<file path="src/verilog/pcmh_pkg.sv">
// shared constants for the pcm highway port and its controller
package pcmh_pkg;
   localparam int CLK_HZ        = 100_000_000;
   localparam int FRAME_HZ      = 8000;
   localparam int FRAME_CYCLES  = CLK_HZ / FRAME_HZ;
   localparam int BCLK_HALF_DEF = 4;
   localparam int FRAME_BITS_DEF = FRAME_CYCLES / (2 * BCLK_HALF_DEF);
   // device control register indices
   localparam logic [3:0] REG_CODEC0 = 4'h0;
   localparam logic [3:0] REG_SLIC1  = 4'h6;
   localparam logic [3:0] REG_OUT1   = 4'h7;
   localparam logic [3:0] REG_SLIC2  = 4'hD;
   localparam logic [3:0] REG_OUT2   = 4'hE;
   localparam logic [7:0] CR_RESET   = 8'h00;
   // codec_control_reg_zero fields, then the output register diff bit and the slic register mode field
   localparam int B_MCLK_SEL = 5;
   localparam int B_SHORT    = 4;
   localparam int B_LIN      = 3;
   localparam int B_COMPANDING_LAW_SELECT     = 2;
   localparam int B_DIFF     = 7;
   localparam int B_SLIC_LO  = 5;
   // slot codes and frame sizes
   localparam logic [7:0]  IDLE_MU   = 8'hFF;
   localparam logic [7:0]  IDLE_A    = 8'hD5;
   localparam logic [13:0] IDLE_LIN  = 14'h0000;
   localparam logic [4:0]  BITS_8    = 5'h10;
   localparam logic [4:0]  BITS_14   = 5'h1C;
   // controller register map (byte addresses)
   localparam logic [7:0] WB_CTRL  = 8'h00;
   localparam logic [7:0] WB_DIV   = 8'h04;
   localparam logic [7:0] WB_TXD   = 8'h08;
   localparam logic [7:0] WB_RXD   = 8'h0C;
   localparam logic [7:0] WB_STAT  = 8'h10;
   localparam logic [7:0] WB_FRAME = 8'h14;
   localparam int C_PDN   = 0;
   localparam int C_RRST  = 1;
   localparam int C_SHORT = 2;
   localparam int C_LIN   = 3;
   localparam int C_RUN   = 4;
   localparam logic [7:0]  CTRL_RESET     = 8'h03;
   localparam logic [15:0] LONG_SYNC_BITS = 16'h0008;
endpackage : pcmh_pkg
</file>
<file path="src/verilog/pcmh_link_if.sv">
// pcm highway wires between the codec port and its controller
`timescale 1ns/1ps
interface pcmh_link_if;
   logic bit_shift_clock;
   logic rx_frame_sync;
   logic tx_frame_sync;
   logic serial_rx_line;
   logic serial_tx_line_do;
   logic serial_tx_line_oe;
   logic serial_tx_line;
   logic tx_valid_strobe_n;
   logic power_down_n;
   logic register_reset_n;

   // open drain with board pull-up
   assign serial_tx_line = serial_tx_line_oe ? serial_tx_line_do
                                             : 1'b1;

   modport dev (
      input  bit_shift_clock, rx_frame_sync, tx_frame_sync, serial_rx_line,
      input  power_down_n, register_reset_n,
      output serial_tx_line_do, serial_tx_line_oe, tx_valid_strobe_n
   );
   modport ctl (
      output bit_shift_clock, rx_frame_sync, tx_frame_sync, serial_rx_line,
      output power_down_n, register_reset_n,
      input  serial_tx_line, tx_valid_strobe_n
   );
endinterface : pcmh_link_if

</file>
<file path="src/verilog/pcmh_dev.sv">
// codec pcm highway port: serial slots, idle codes, output enables
`timescale 1ns/1ps
module pcmh_dev (
   input  wire logic        clk_i,
   input  wire logic        rst_n_i,
   pcmh_link_if.dev         link,
   input  wire logic        reg_wr_i,
   input  wire logic [3:0]  reg_addr_i,
   input  wire logic [7:0]  reg_wdata_i,
   output logic [7:0]       reg_rdata_o,
   input  wire logic [13:0] ch1_tx_sample_i,
   input  wire logic [13:0] ch2_tx_sample_i,
   output logic             tx_sample_taken_o,
   output logic [13:0]      ch1_rx_sample_o,
   output logic [13:0]      ch2_rx_sample_o,
   output logic             rx_sample_valid_o,
   output logic [1:0]       rx_analog_out_pos_en_o,
   output logic [1:0]       rx_analog_out_neg_en_o,
   output logic [1:0]       tone_analog_out_en_o,
   output logic [1:0]       tx_opamp_out_en_o,
   output logic             system_ground_ref_out_en_o,
   output logic             internal_ground_ref_node_at_ag_o,
   output logic [2:0]       slic1_mode_o,
   output logic [2:0]       slic2_mode_o,
   output logic             master_clock_rate_select_o
);
   typedef struct packed {
      logic        bclk_s1;
      logic        bclk_s2;
      logic        bclk_d;
      logic        rs_s1;
      logic        rs_s2;
      logic        rs_d;
      logic        xs_s1;
      logic        xs_s2;
      logic        xs_d;
      logic        rxd_s1;
      logic        rxd_s2;
      logic        pd_s1;
      logic        pd_s2;
      logic        rr_s1;
      logic        rr_s2;
      logic [7:0]  cr0;
      logic [7:0]  slic1;
      logic [7:0]  slic2;
      logic [7:0]  out1;
      logic [7:0]  out2;
      logic [7:0]  rdata;
      logic [27:0] tx_sh;
      logic [4:0]  tx_cnt;
      logic        tx_act;
      logic        tx_oe;
      logic        strb_n;
      logic        tx_take;
      logic [27:0] rx_sh;
      logic [4:0]  rx_cnt;
      logic        rx_act;
      logic [13:0] rx1;
      logic [13:0] rx2;
      logic        rx_vld;
   } pcmh_dev_st_t;

   localparam pcmh_dev_st_t RST = '{strb_n: 1'b1, default: '0};

   pcmh_dev_st_t s;
   pcmh_dev_st_t n;

   // slot content of one channel
   function automatic logic [13:0] slot_word(input logic act,
                                             input logic lin,
                                             input logic companding_law_select,
                                             input logic [13:0] smp);
      if (act) begin
         return lin ? smp : {smp[13:6], 6'h00};
      end else if (lin) begin
         return pcmh_pkg::IDLE_LIN;
      end
      return {(companding_law_select ? pcmh_pkg::IDLE_A : pcmh_pkg::IDLE_MU), 6'h00};
   endfunction : slot_word

   logic        pd_n;
   logic        lin;
   logic        short_m;
   logic [4:0]  last;
   logic        b_rise;
   logic        b_fall;
   logic        rx_start;
   logic        tx_start;
   logic [1:0]  ch_on;
   logic [13:0] w1;
   logic [13:0] w2;

   always_comb begin
      n = s;
      // two flops on every pin before use
      n.bclk_s1 = link.bit_shift_clock;
      n.bclk_s2 = s.bclk_s1;
      n.bclk_d = s.bclk_s2;
      n.rs_s1 = link.rx_frame_sync;
      n.rs_s2 = s.rs_s1;
      n.rs_d = s.rs_s2;
      n.xs_s1 = link.tx_frame_sync;
      n.xs_s2 = s.xs_s1;
      n.xs_d = s.xs_s2;
      n.rxd_s1 = link.serial_rx_line;
      n.rxd_s2 = s.rxd_s1;
      n.pd_s1 = link.power_down_n;
      n.pd_s2 = s.pd_s1;
      n.rr_s1 = link.register_reset_n;
      n.rr_s2 = s.rr_s1;
      n.rx_vld = 1'b0;
      n.tx_take = 1'b0;

      pd_n = s.pd_s2;
      lin = s.cr0[pcmh_pkg::B_LIN];
      short_m = s.cr0[pcmh_pkg::B_SHORT];
      last = (lin ? pcmh_pkg::BITS_14 : pcmh_pkg::BITS_8) - 5'h01;
      b_rise = s.bclk_s2 & ~s.bclk_d;
      b_fall = ~s.bclk_s2 & s.bclk_d;
      rx_start = short_m ? (~s.rs_s2 & s.rs_d) : (s.rs_s2 & ~s.rs_d);
      tx_start = short_m ? (~s.xs_s2 & s.xs_d) : (s.xs_s2 & ~s.xs_d);
      ch_on = s.cr0[1:0];
      w1 = slot_word(ch_on[0], lin, s.cr0[pcmh_pkg::B_COMPANDING_LAW_SELECT], ch1_tx_sample_i);
      w2 = slot_word(ch_on[1], lin, s.cr0[pcmh_pkg::B_COMPANDING_LAW_SELECT], ch2_tx_sample_i);

      // registers stay writable in power down and at any rate bit
      if (!s.rr_s2) begin
         n.cr0 = pcmh_pkg::CR_RESET;
         n.slic1 = pcmh_pkg::CR_RESET;
         n.slic2 = pcmh_pkg::CR_RESET;
         n.out1 = pcmh_pkg::CR_RESET;
         n.out2 = pcmh_pkg::CR_RESET;
      end else if (reg_wr_i) begin
         if (reg_addr_i == pcmh_pkg::REG_CODEC0) begin
            n.cr0 = reg_wdata_i;
         end else if (reg_addr_i == pcmh_pkg::REG_SLIC1) begin
            n.slic1 = reg_wdata_i;
         end else if (reg_addr_i == pcmh_pkg::REG_OUT1) begin
            n.out1 = reg_wdata_i;
         end else if (reg_addr_i == pcmh_pkg::REG_SLIC2) begin
            n.slic2 = reg_wdata_i;
         end else if (reg_addr_i == pcmh_pkg::REG_OUT2) begin
            n.out2 = reg_wdata_i;
         end
      end
      if (reg_addr_i == pcmh_pkg::REG_CODEC0) begin
         n.rdata = s.cr0;
      end else if (reg_addr_i == pcmh_pkg::REG_SLIC1) begin
         n.rdata = s.slic1;
      end else if (reg_addr_i == pcmh_pkg::REG_OUT1) begin
         n.rdata = s.out1;
      end else if (reg_addr_i == pcmh_pkg::REG_SLIC2) begin
         n.rdata = s.slic2;
      end else if (reg_addr_i == pcmh_pkg::REG_OUT2) begin
         n.rdata = s.out2;
      end else begin
         n.rdata = 8'h00;
      end

      // transmit: sync edge launches bit 0, later rises shift
      if (tx_start) begin
         n.tx_act = 1'b1;
         n.tx_cnt = 5'h00;
         n.tx_take = 1'b1;
         n.tx_sh = lin ? {w1, w2} : {w1[13:6], w2[13:6], 12'h000};
      end else if (b_rise && s.tx_act) begin
         if (s.tx_cnt == last) begin
            n.tx_act = 1'b0;
         end else begin
            n.tx_sh = {s.tx_sh[26:0], 1'b0};
            n.tx_cnt = s.tx_cnt + 5'h01;
         end
      end

      // receive: sample on falls after the sync edge
      if (rx_start) begin
         n.rx_act = 1'b1;
         n.rx_cnt = 5'h00;
      end else if (b_fall && s.rx_act) begin
         n.rx_sh = {s.rx_sh[26:0], s.rxd_s2};
         n.rx_cnt = s.rx_cnt + 5'h01;
         if (s.rx_cnt == last) begin
            n.rx_act = 1'b0;
            n.rx_vld = 1'b1;
            n.rx1 = lin ? n.rx_sh[27:14] : {n.rx_sh[15:8], 6'h00};
            n.rx2 = lin ? n.rx_sh[13:0] : {n.rx_sh[7:0], 6'h00};
         end
      end

      // power down aborts both directions whatever the channel bits
      if (!pd_n) begin
         n.tx_act = 1'b0;
         n.rx_act = 1'b0;
         n.tx_take = 1'b0;
      end
      n.tx_oe = n.tx_act & ~n.tx_sh[27];
      n.strb_n = ~n.tx_act;
   end

   always_ff @(posedge clk_i or negedge rst_n_i) begin
      if (!rst_n_i) begin
         s <= RST;
      end else begin
         s <= n;
      end
   end

   // analog enables per channel
   for (genvar c = 0; c < 2; c++) begin : g_ch
      logic on;
      logic diff;
      assign on = s.pd_s2 & s.cr0[c];
      assign diff = (c == 0) ? s.out1[pcmh_pkg::B_DIFF]
                             : s.out2[pcmh_pkg::B_DIFF];
      assign rx_analog_out_pos_en_o[c] = on;
      assign rx_analog_out_neg_en_o[c] = on & diff;
      assign tone_analog_out_en_o[c] = on;
      assign tx_opamp_out_en_o[c] = on;
   end

   assign system_ground_ref_out_en_o = s.pd_s2 & (|s.cr0[1:0]);
   assign internal_ground_ref_node_at_ag_o = ~(s.pd_s2 & (|s.cr0[1:0]));
   assign slic1_mode_o = s.slic1[pcmh_pkg::B_SLIC_LO +: 3];
   assign slic2_mode_o = s.slic2[pcmh_pkg::B_SLIC_LO +: 3];
   assign master_clock_rate_select_o = s.cr0[pcmh_pkg::B_MCLK_SEL];
   assign reg_rdata_o = s.rdata;
   assign tx_sample_taken_o = s.tx_take;
   assign ch1_rx_sample_o = s.rx1;
   assign ch2_rx_sample_o = s.rx2;
   assign rx_sample_valid_o = s.rx_vld;
   assign link.serial_tx_line_do = 1'b0;
   assign link.serial_tx_line_oe = s.tx_oe;
   assign link.tx_valid_strobe_n = s.strb_n;
endmodule : pcmh_dev

</file>
<file path="src/flat_wrapper.sv">
// flat-port wrapper written by rule: the top's interface ports become plain ports
module pcmh_dev_flat 
  (clk_i, rst_n_i, reg_wr_i, reg_addr_i, reg_wdata_i, reg_rdata_o, ch1_tx_sample_i, ch2_tx_sample_i, tx_sample_taken_o, ch1_rx_sample_o, ch2_rx_sample_o, rx_sample_valid_o, rx_analog_out_pos_en_o, rx_analog_out_neg_en_o, tone_analog_out_en_o, tx_opamp_out_en_o, system_ground_ref_out_en_o, internal_ground_ref_node_at_ag_o, slic1_mode_o, slic2_mode_o, master_clock_rate_select_o, link_bit_shift_clock, link_rx_frame_sync, link_tx_frame_sync, link_serial_rx_line, link_power_down_n, link_register_reset_n, link_serial_tx_line_do, link_serial_tx_line_oe, link_tx_valid_strobe_n);
  pcmh_link_if link_i ();
  input  wire logic clk_i;
  input  wire logic rst_n_i;
  input  wire logic reg_wr_i;
  input  wire logic [3:0] reg_addr_i;
  input  wire logic [7:0] reg_wdata_i;
  output logic [7:0] reg_rdata_o;
  input  wire logic [13:0] ch1_tx_sample_i;
  input  wire logic [13:0] ch2_tx_sample_i;
  output logic tx_sample_taken_o;
  output logic [13:0] ch1_rx_sample_o;
  output logic [13:0] ch2_rx_sample_o;
  output logic rx_sample_valid_o;
  output logic [1:0] rx_analog_out_pos_en_o;
  output logic [1:0] rx_analog_out_neg_en_o;
  output logic [1:0] tone_analog_out_en_o;
  output logic [1:0] tx_opamp_out_en_o;
  output logic system_ground_ref_out_en_o;
  output logic internal_ground_ref_node_at_ag_o;
  output logic [2:0] slic1_mode_o;
  output logic [2:0] slic2_mode_o;
  output logic master_clock_rate_select_o;
  input wire logic [$bits(link_i.bit_shift_clock)-1:0] link_bit_shift_clock;
  input wire logic [$bits(link_i.rx_frame_sync)-1:0] link_rx_frame_sync;
  input wire logic [$bits(link_i.tx_frame_sync)-1:0] link_tx_frame_sync;
  input wire logic [$bits(link_i.serial_rx_line)-1:0] link_serial_rx_line;
  input wire logic [$bits(link_i.power_down_n)-1:0] link_power_down_n;
  input wire logic [$bits(link_i.register_reset_n)-1:0] link_register_reset_n;
  output wire logic [$bits(link_i.serial_tx_line_do)-1:0] link_serial_tx_line_do;
  output wire logic [$bits(link_i.serial_tx_line_oe)-1:0] link_serial_tx_line_oe;
  output wire logic [$bits(link_i.tx_valid_strobe_n)-1:0] link_tx_valid_strobe_n;
  assign link_i.bit_shift_clock = link_bit_shift_clock;
  assign link_i.rx_frame_sync = link_rx_frame_sync;
  assign link_i.tx_frame_sync = link_tx_frame_sync;
  assign link_i.serial_rx_line = link_serial_rx_line;
  assign link_i.power_down_n = link_power_down_n;
  assign link_i.register_reset_n = link_register_reset_n;
  assign link_serial_tx_line_do = link_i.serial_tx_line_do;
  assign link_serial_tx_line_oe = link_i.serial_tx_line_oe;
  assign link_tx_valid_strobe_n = link_i.tx_valid_strobe_n;
  pcmh_dev u_core (.clk_i(clk_i), .rst_n_i(rst_n_i), .link(link_i), .reg_wr_i(reg_wr_i), .reg_addr_i(reg_addr_i), .reg_wdata_i(reg_wdata_i), .reg_rdata_o(reg_rdata_o), .ch1_tx_sample_i(ch1_tx_sample_i), .ch2_tx_sample_i(ch2_tx_sample_i), .tx_sample_taken_o(tx_sample_taken_o), .ch1_rx_sample_o(ch1_rx_sample_o), .ch2_rx_sample_o(ch2_rx_sample_o), .rx_sample_valid_o(rx_sample_valid_o), .rx_analog_out_pos_en_o(rx_analog_out_pos_en_o), .rx_analog_out_neg_en_o(rx_analog_out_neg_en_o), .tone_analog_out_en_o(tone_analog_out_en_o), .tx_opamp_out_en_o(tx_opamp_out_en_o), .system_ground_ref_out_en_o(system_ground_ref_out_en_o), .internal_ground_ref_node_at_ag_o(internal_ground_ref_node_at_ag_o), .slic1_mode_o(slic1_mode_o), .slic2_mode_o(slic2_mode_o), .master_clock_rate_select_o(master_clock_rate_select_o));
endmodule
</file>
<file path="config.mk">
export PLATFORM = sky130hd
export DESIGN_NAME = pcmh_dev_flat
export DESIGN_NICKNAME = d
export VERILOG_FILES = /design/src/verilog/pcmh_pkg.sv /design/src/verilog/pcmh_link_if.sv /design/src/verilog/pcmh_dev.sv /design/src/flat_wrapper.sv
export SDC_FILE = /design/constraint.sdc
export NUM_CORES = 1
export LEC_CHECK = 0
export BUFFER_PORTS_ARGS = -buffer_cell sky130_fd_sc_hd__buf_4
export CAP_MARGIN = 20
export CORE_ASPECT_RATIO = 1.5
export CORE_MARGIN = 4
export CORE_UTILIZATION = 30
export DETAILED_ROUTE_END_ITERATION = 6
export PLACE_DENSITY = 0.59
export SLEW_MARGIN = 25
export SYNTH_ARGS = -nofsm -noshare
export SYNTH_HDL_FRONTEND = slang
export SYNTH_SLANG_ARGS = --single-unit
</file>
<file path="constraint.sdc">
create_clock -name clk_i -period 2.9 [get_ports clk_i]
set_input_delay 0.29 -clock clk_i [delete_from_list [all_inputs] [get_ports clk_i]]
set_output_delay 0.29 -clock clk_i [all_outputs]
set_load 0.005 [all_outputs]
</file>
-- Yosys cells after proc, flatten, opt, wreduce, memory -nomap -nowiden
Cells that the tools add are included.
- register bits: 162
- output and inout bits: 58
- mux-type cells: 46
- reductions and logical operators: 15
- $add $sub $neg: 3
- equal/unequal tests: 19
- bitwise operators: 22
- operators by type and width (operator ; number):
    two-way mux 8 bit ; 13
    two-way mux 14 bit ; 7
    two-way mux 40 bit ; 2
    two-way mux 34 bit ; 2
    two-way mux 35 bit ; 1
    two-way mux 33 bit ; 1
    two-way mux 32 bit ; 1
    two-way mux 30 bit ; 1
    two-way mux 24 bit ; 1
    two-way mux 6 bit ; 4
    two-way mux 20 bit ; 1
    inequality test 2 bit, second input constant ; 10
    bitwise AND 1 bit ; 12
    two-way mux 1 bit ; 11
    adder 5 x 1 -> 5 bit, second input constant ; 2
    equality test 5 bit ; 2
    NOT 1 bit ; 10
    equality test 4 x 3 -> 1 bit, second input constant ; 2
    equality test 4 bit, second input constant ; 2
    AND reduction 2 bit ; 4
    inequality test 3 bit, second input constant ; 2
    AND reduction 3 bit ; 2
    AND reduction 6 bit ; 1
    AND reduction 5 bit ; 1
    8 further kinds ; 10

-- Longest topological paths before layout
- depth in word-level cells: 8
- mapped depth: 7
- gate-level depth less buffers: 5

-- Worst setup path before layout
OpenSTA, ideal clock, no wires.
- path kind: register -> register
- start: register u_core.s[144] (netlist bit)
- end: register u_core.s[94] (netlist bit)
- buffers on the path: 3
- cell stages (with the launch flop): 8
- library setup time: 141 ps
- path slack: 1032 ps
- data arrival time: 1727 ps
- path through: dfrtp_1 -> or3b_2 -> clkbuf_1 -> and2_1 -> clkbuf_1 -> buf_2 -> a211oi_1 -> a31oi_1
- word-level cells in the longest chain between the ends: 3
- RTL lines (item ; line ; text):
    from (decl) ; pcmh_dev.sv:65 ; pcmh_dev_st_t s;
    from (signal assigned) ; pcmh_dev.sv:204 ; s <= n;
    two-way mux 1 bit * ; pcmh_dev.sv:121 ; tx_start = short_m ? (~s.xs_s2 & s.xs_d) : (s.xs_s2 & ~s.xs_d);
    inequality test 2 x 1 -> 1 bit (no line) / nonzero test 2 bit (equally long branches) ; -- ;
    AND reduction 2 bit (no line) ; -- ;
Mark *: on every way between the ends. The rest lies on a longest branch, timed or not.
A chain may end at the register's enable or synchronous reset.

-- Worst setup path after layout
- start: register u_core.s[144] (netlist bit)
- end: register u_core.s[89] (netlist bit)
Same word-level chain as after synthesis.

==> impl_metrics.yaml <==
run_status:
  status: "finished clean"
global_route:
  antenna_found_initial: 0
  groute.usage.overall: 0.127
  grt_pass1_wl_um: 28300
  grt_start_max_net_pins: 56
  grt-ovfl-total: 0
  grt_pass1_vias: 5331
drt:
  top_layer: "met4"
  wire_per_inst_um: 16.1
  drt-met1-wl_um: 7140
  drc: 0
  routed-wl-met3_um: 728
  avgViaCountPerCell: 4.81
  wl_met2_um: 8930
  wl_um: 17300
  drt_iter0_drc: 228
  via_count: 5143
  dr.pass1.iters: 4
  drtAntennaViolNets: 0
cells_and_area:
  insertedDiodeCount: 0
  synthToLayoutAreaGrowth_pct: 18.9
  final_common_cell: "dfrtp_1"
  final_cell_mix: "dfrtp_1 (160), buf_4 (119), mux2_2 (75), nand2_1 (73), o211ai_1 (25)"
  fillers: 2476
  fin_cells: 1070
  layout-drive-gt1-share: 0.317
  final_nets: 780
critical_path:
  crit_top_cell: "o211ai_1"
  crit_chain: "or3b_2, and2_1, buf_4, o211ai_1, o211ai_1"
  worst-setup-path-type: "reg2reg"
  cp-startpoint: "u_core.s[144]"
  crit_slowest_cell: "or3b_2"
  cp.required_ns: 3.18
  startpoint_type: "flop"
  cpPeakStageDelay_ns: 0.55
  critPathArrivalTime_ns: 2.49
  r2r-start: "u_core.s[144]"
  critPathMaxFanout: 27
  cp-end-kind: "flop"
timing:
  finalSetupTns_ns: 0
  slew_headroom: 0.363
  setup_violations: 0
  fmax_ghz: 0.452
  hold_viol: 0
  fin_crit_sh: 0.762
  tightest_slew_ns: 0.956
  clock_skew_ns: 0.00850
  grt_setup_unrepaired: "false"
  slew_violations: 0
  hold_slack_ns: 0.0860
  fin_crit_ns: 2.21
synth:
  yosys_warnings: 0
  synthesis.nets: 725
  synth-edff-count: 0
  synth_flop_cell: "dfrtp_1"
  synth_seq_cells: 162
  async_reset_ff_frac: 1.00
  synth_area_sq_um: 7570
  syn_inst: 674
  yosysSeqAreaShare: 0.536
  synth_cell_types: 54
  avgSynthCellArea_sq_um: 11.2
place:
  place_inst: 1031
  gp_congestion: 0.754
  io_buffers: 105
  dp_hpwl_um: 12000
clock_tree:
  cts_tree: "yes"
  clockBufferDepth: 2
  insertion_delay_ns: 0.43
  htreeDepth: 4
  clockRootBuffer: "clkbuf_16"
  numClockSinks: 162
  clk_pin_slew_ns: 0.07
  numCtsBuffers: 17
floorplanning:
  row_count: 71
  start_util: 0.303
  die_height_um: 203
  num_io_pins: 107
  die_w_um: 138
  coreArea_sq_um: 25000
  die-area_sq_um: 27900
hold_path:
  min-delay-start: "ch2_tx_sample_i[4]"
  hold_path_class: "in2reg"
power:
  power_uw: 5000
  total_leakage_power_uw: 0.00418
  p_per_area_nw_per_um2: 555
  vdd_drop_max_uv: 418
job:
  drv_cap: 0
## worst max-delay path, delay by kind of cell (launching register included)
family	cells	cell delay, ns
compound gates	2	0.23
simple gates	2	1.05
flops	1	0.43
buf+inv	1	0.36
## registers in the layout, indices dropped and copies added, names as in the netlist, 2 cells and up
name                    cells
u_core.ch2_rx_sample_o     14
u_core.g_ch.diff            2
u_core.reg_rdata_o          8
u_core.ch_on                2
u_core.n                    9
u_core.ch1_rx_sample_o     14
u_core.slic1_mode_o         3
u_core.s                  100
u_core.slic2_mode_o         3
## final cells by class
cell class | count | area (sq um) | area share
inverters | 16 | 60.1 | 0.00667
repair buffers | 128 | 995 | 0.110
clock inverters | 11 | 105 | 0.0117
well taps | 328 | 410 | 0.0456
clock buffers | 21 | 460 | 0.0511
multi-input cells | 404 | 2920 | 0.324
flip-flops and latches | 162 | 4060 | 0.450
## logic make-up (layout without fill, tap and decap cells)
| logic type | after synthesis | count (layout) | share of synthesized area |
|---|---|---|---|
| adders and majority gates | 2 | 2 | 0.00330 |
| muxes | 104 | 104 | 0.153 |
| xor gates and xnor gates | 5 | 5 | 0.00578 |
| buffers and inverters | 108 | 176 | 0.0791 |
| and+or+nand+nor | 168 | 168 | 0.111 |
| DFF | 162 | 162 | 0.536 |
| other | 1 | 1 | 0.000495 |
| AOI/OAI and AO/OA | 124 | 124 | 0.113 |
## path summary, 6_finish.rpt
| kind | endpoint | slack, ns | depth (start not counted) |
|---|---|---|---|
| min in group asynchronous | u_core.s[80] | 0.38 | 2 |
| worst max register to register | u_core.s[89] | 0.69 | 5 |
| worst min register to register | u_core.pd_n | 0.35 | 0 |
| worst max-delay path | u_core.s[89] | 0.69 | 5 |
| worst min-delay path | u_core.s[76] | 0.09 | 3 |
| max in group asynchronous | u_core.s[35] | 1.65 | 3 |
## per-stage QoR
stage	instance area [sq um]	worst slack [ns]	utilization
after floorplan	7570	1.03	-
after global placement	8370	0.778	0.335
after detailed placement	8370	0.729	0.335
after CTS	9000	0.711	0.361
after global routing	9000	0.559	0.361
final	9000	0.690	0.361
## synth_stat cells, types with 3 or more instances
library cell,count,area (sq um)
a21oi_1,17,85.1
a22oi_1,8,60.1
a31oi_1,10,62.6
clkbuf_1,33,124
nor2_1,12,45.0
a211oi_1,8,60.1
o21ai_0,25,125
nand2_1,73,274
nand3b_1,4,30.0
o211ai_1,25,188
and2_1,13,81.3
a21boi_0,8,60.1
dfrtp_1,161,4030
or3_1,3,18.8
mux2_1,16,180
mux2i_1,13,130
buf_2,8,40.0
xor2_1,4,35.0
and3_1,5,31.3
nor2b_1,7,43.8
nand3_1,23,115
o22a_1,8,70.1
mux2_2,75,845
buf_4,49,368
nand4_1,15,93.8
inv_1,16,60.1
and3b_1,4,35.0
## layer usage
metal,vias up,track usage
li1,2449,-
met1,2559,0.156
met2,107,0.214
met3,28,0.0300
met4,0,0.0526
met5,-,0
## power breakdown
| group | switching (uW) | leakage (uW) | internal (uW) |
|---|---|---|---|
| Clock | 915 | 0.000278 | 1230 |
| Sequential | 76.7 | 0.00212 | 2370 |
| Combinational | 198 | 0.00178 | 200 |
| Total | 1190 | 0.00418 | 3810 |
## timing repair
action,4_1_cts,5_1_grt
gates resized for setup,0,0
buffers inserted,0,0
hold buffers,7,0
hold endpoints to repair,57,0
Note: power is estimated with default switching activity, not from simulation.
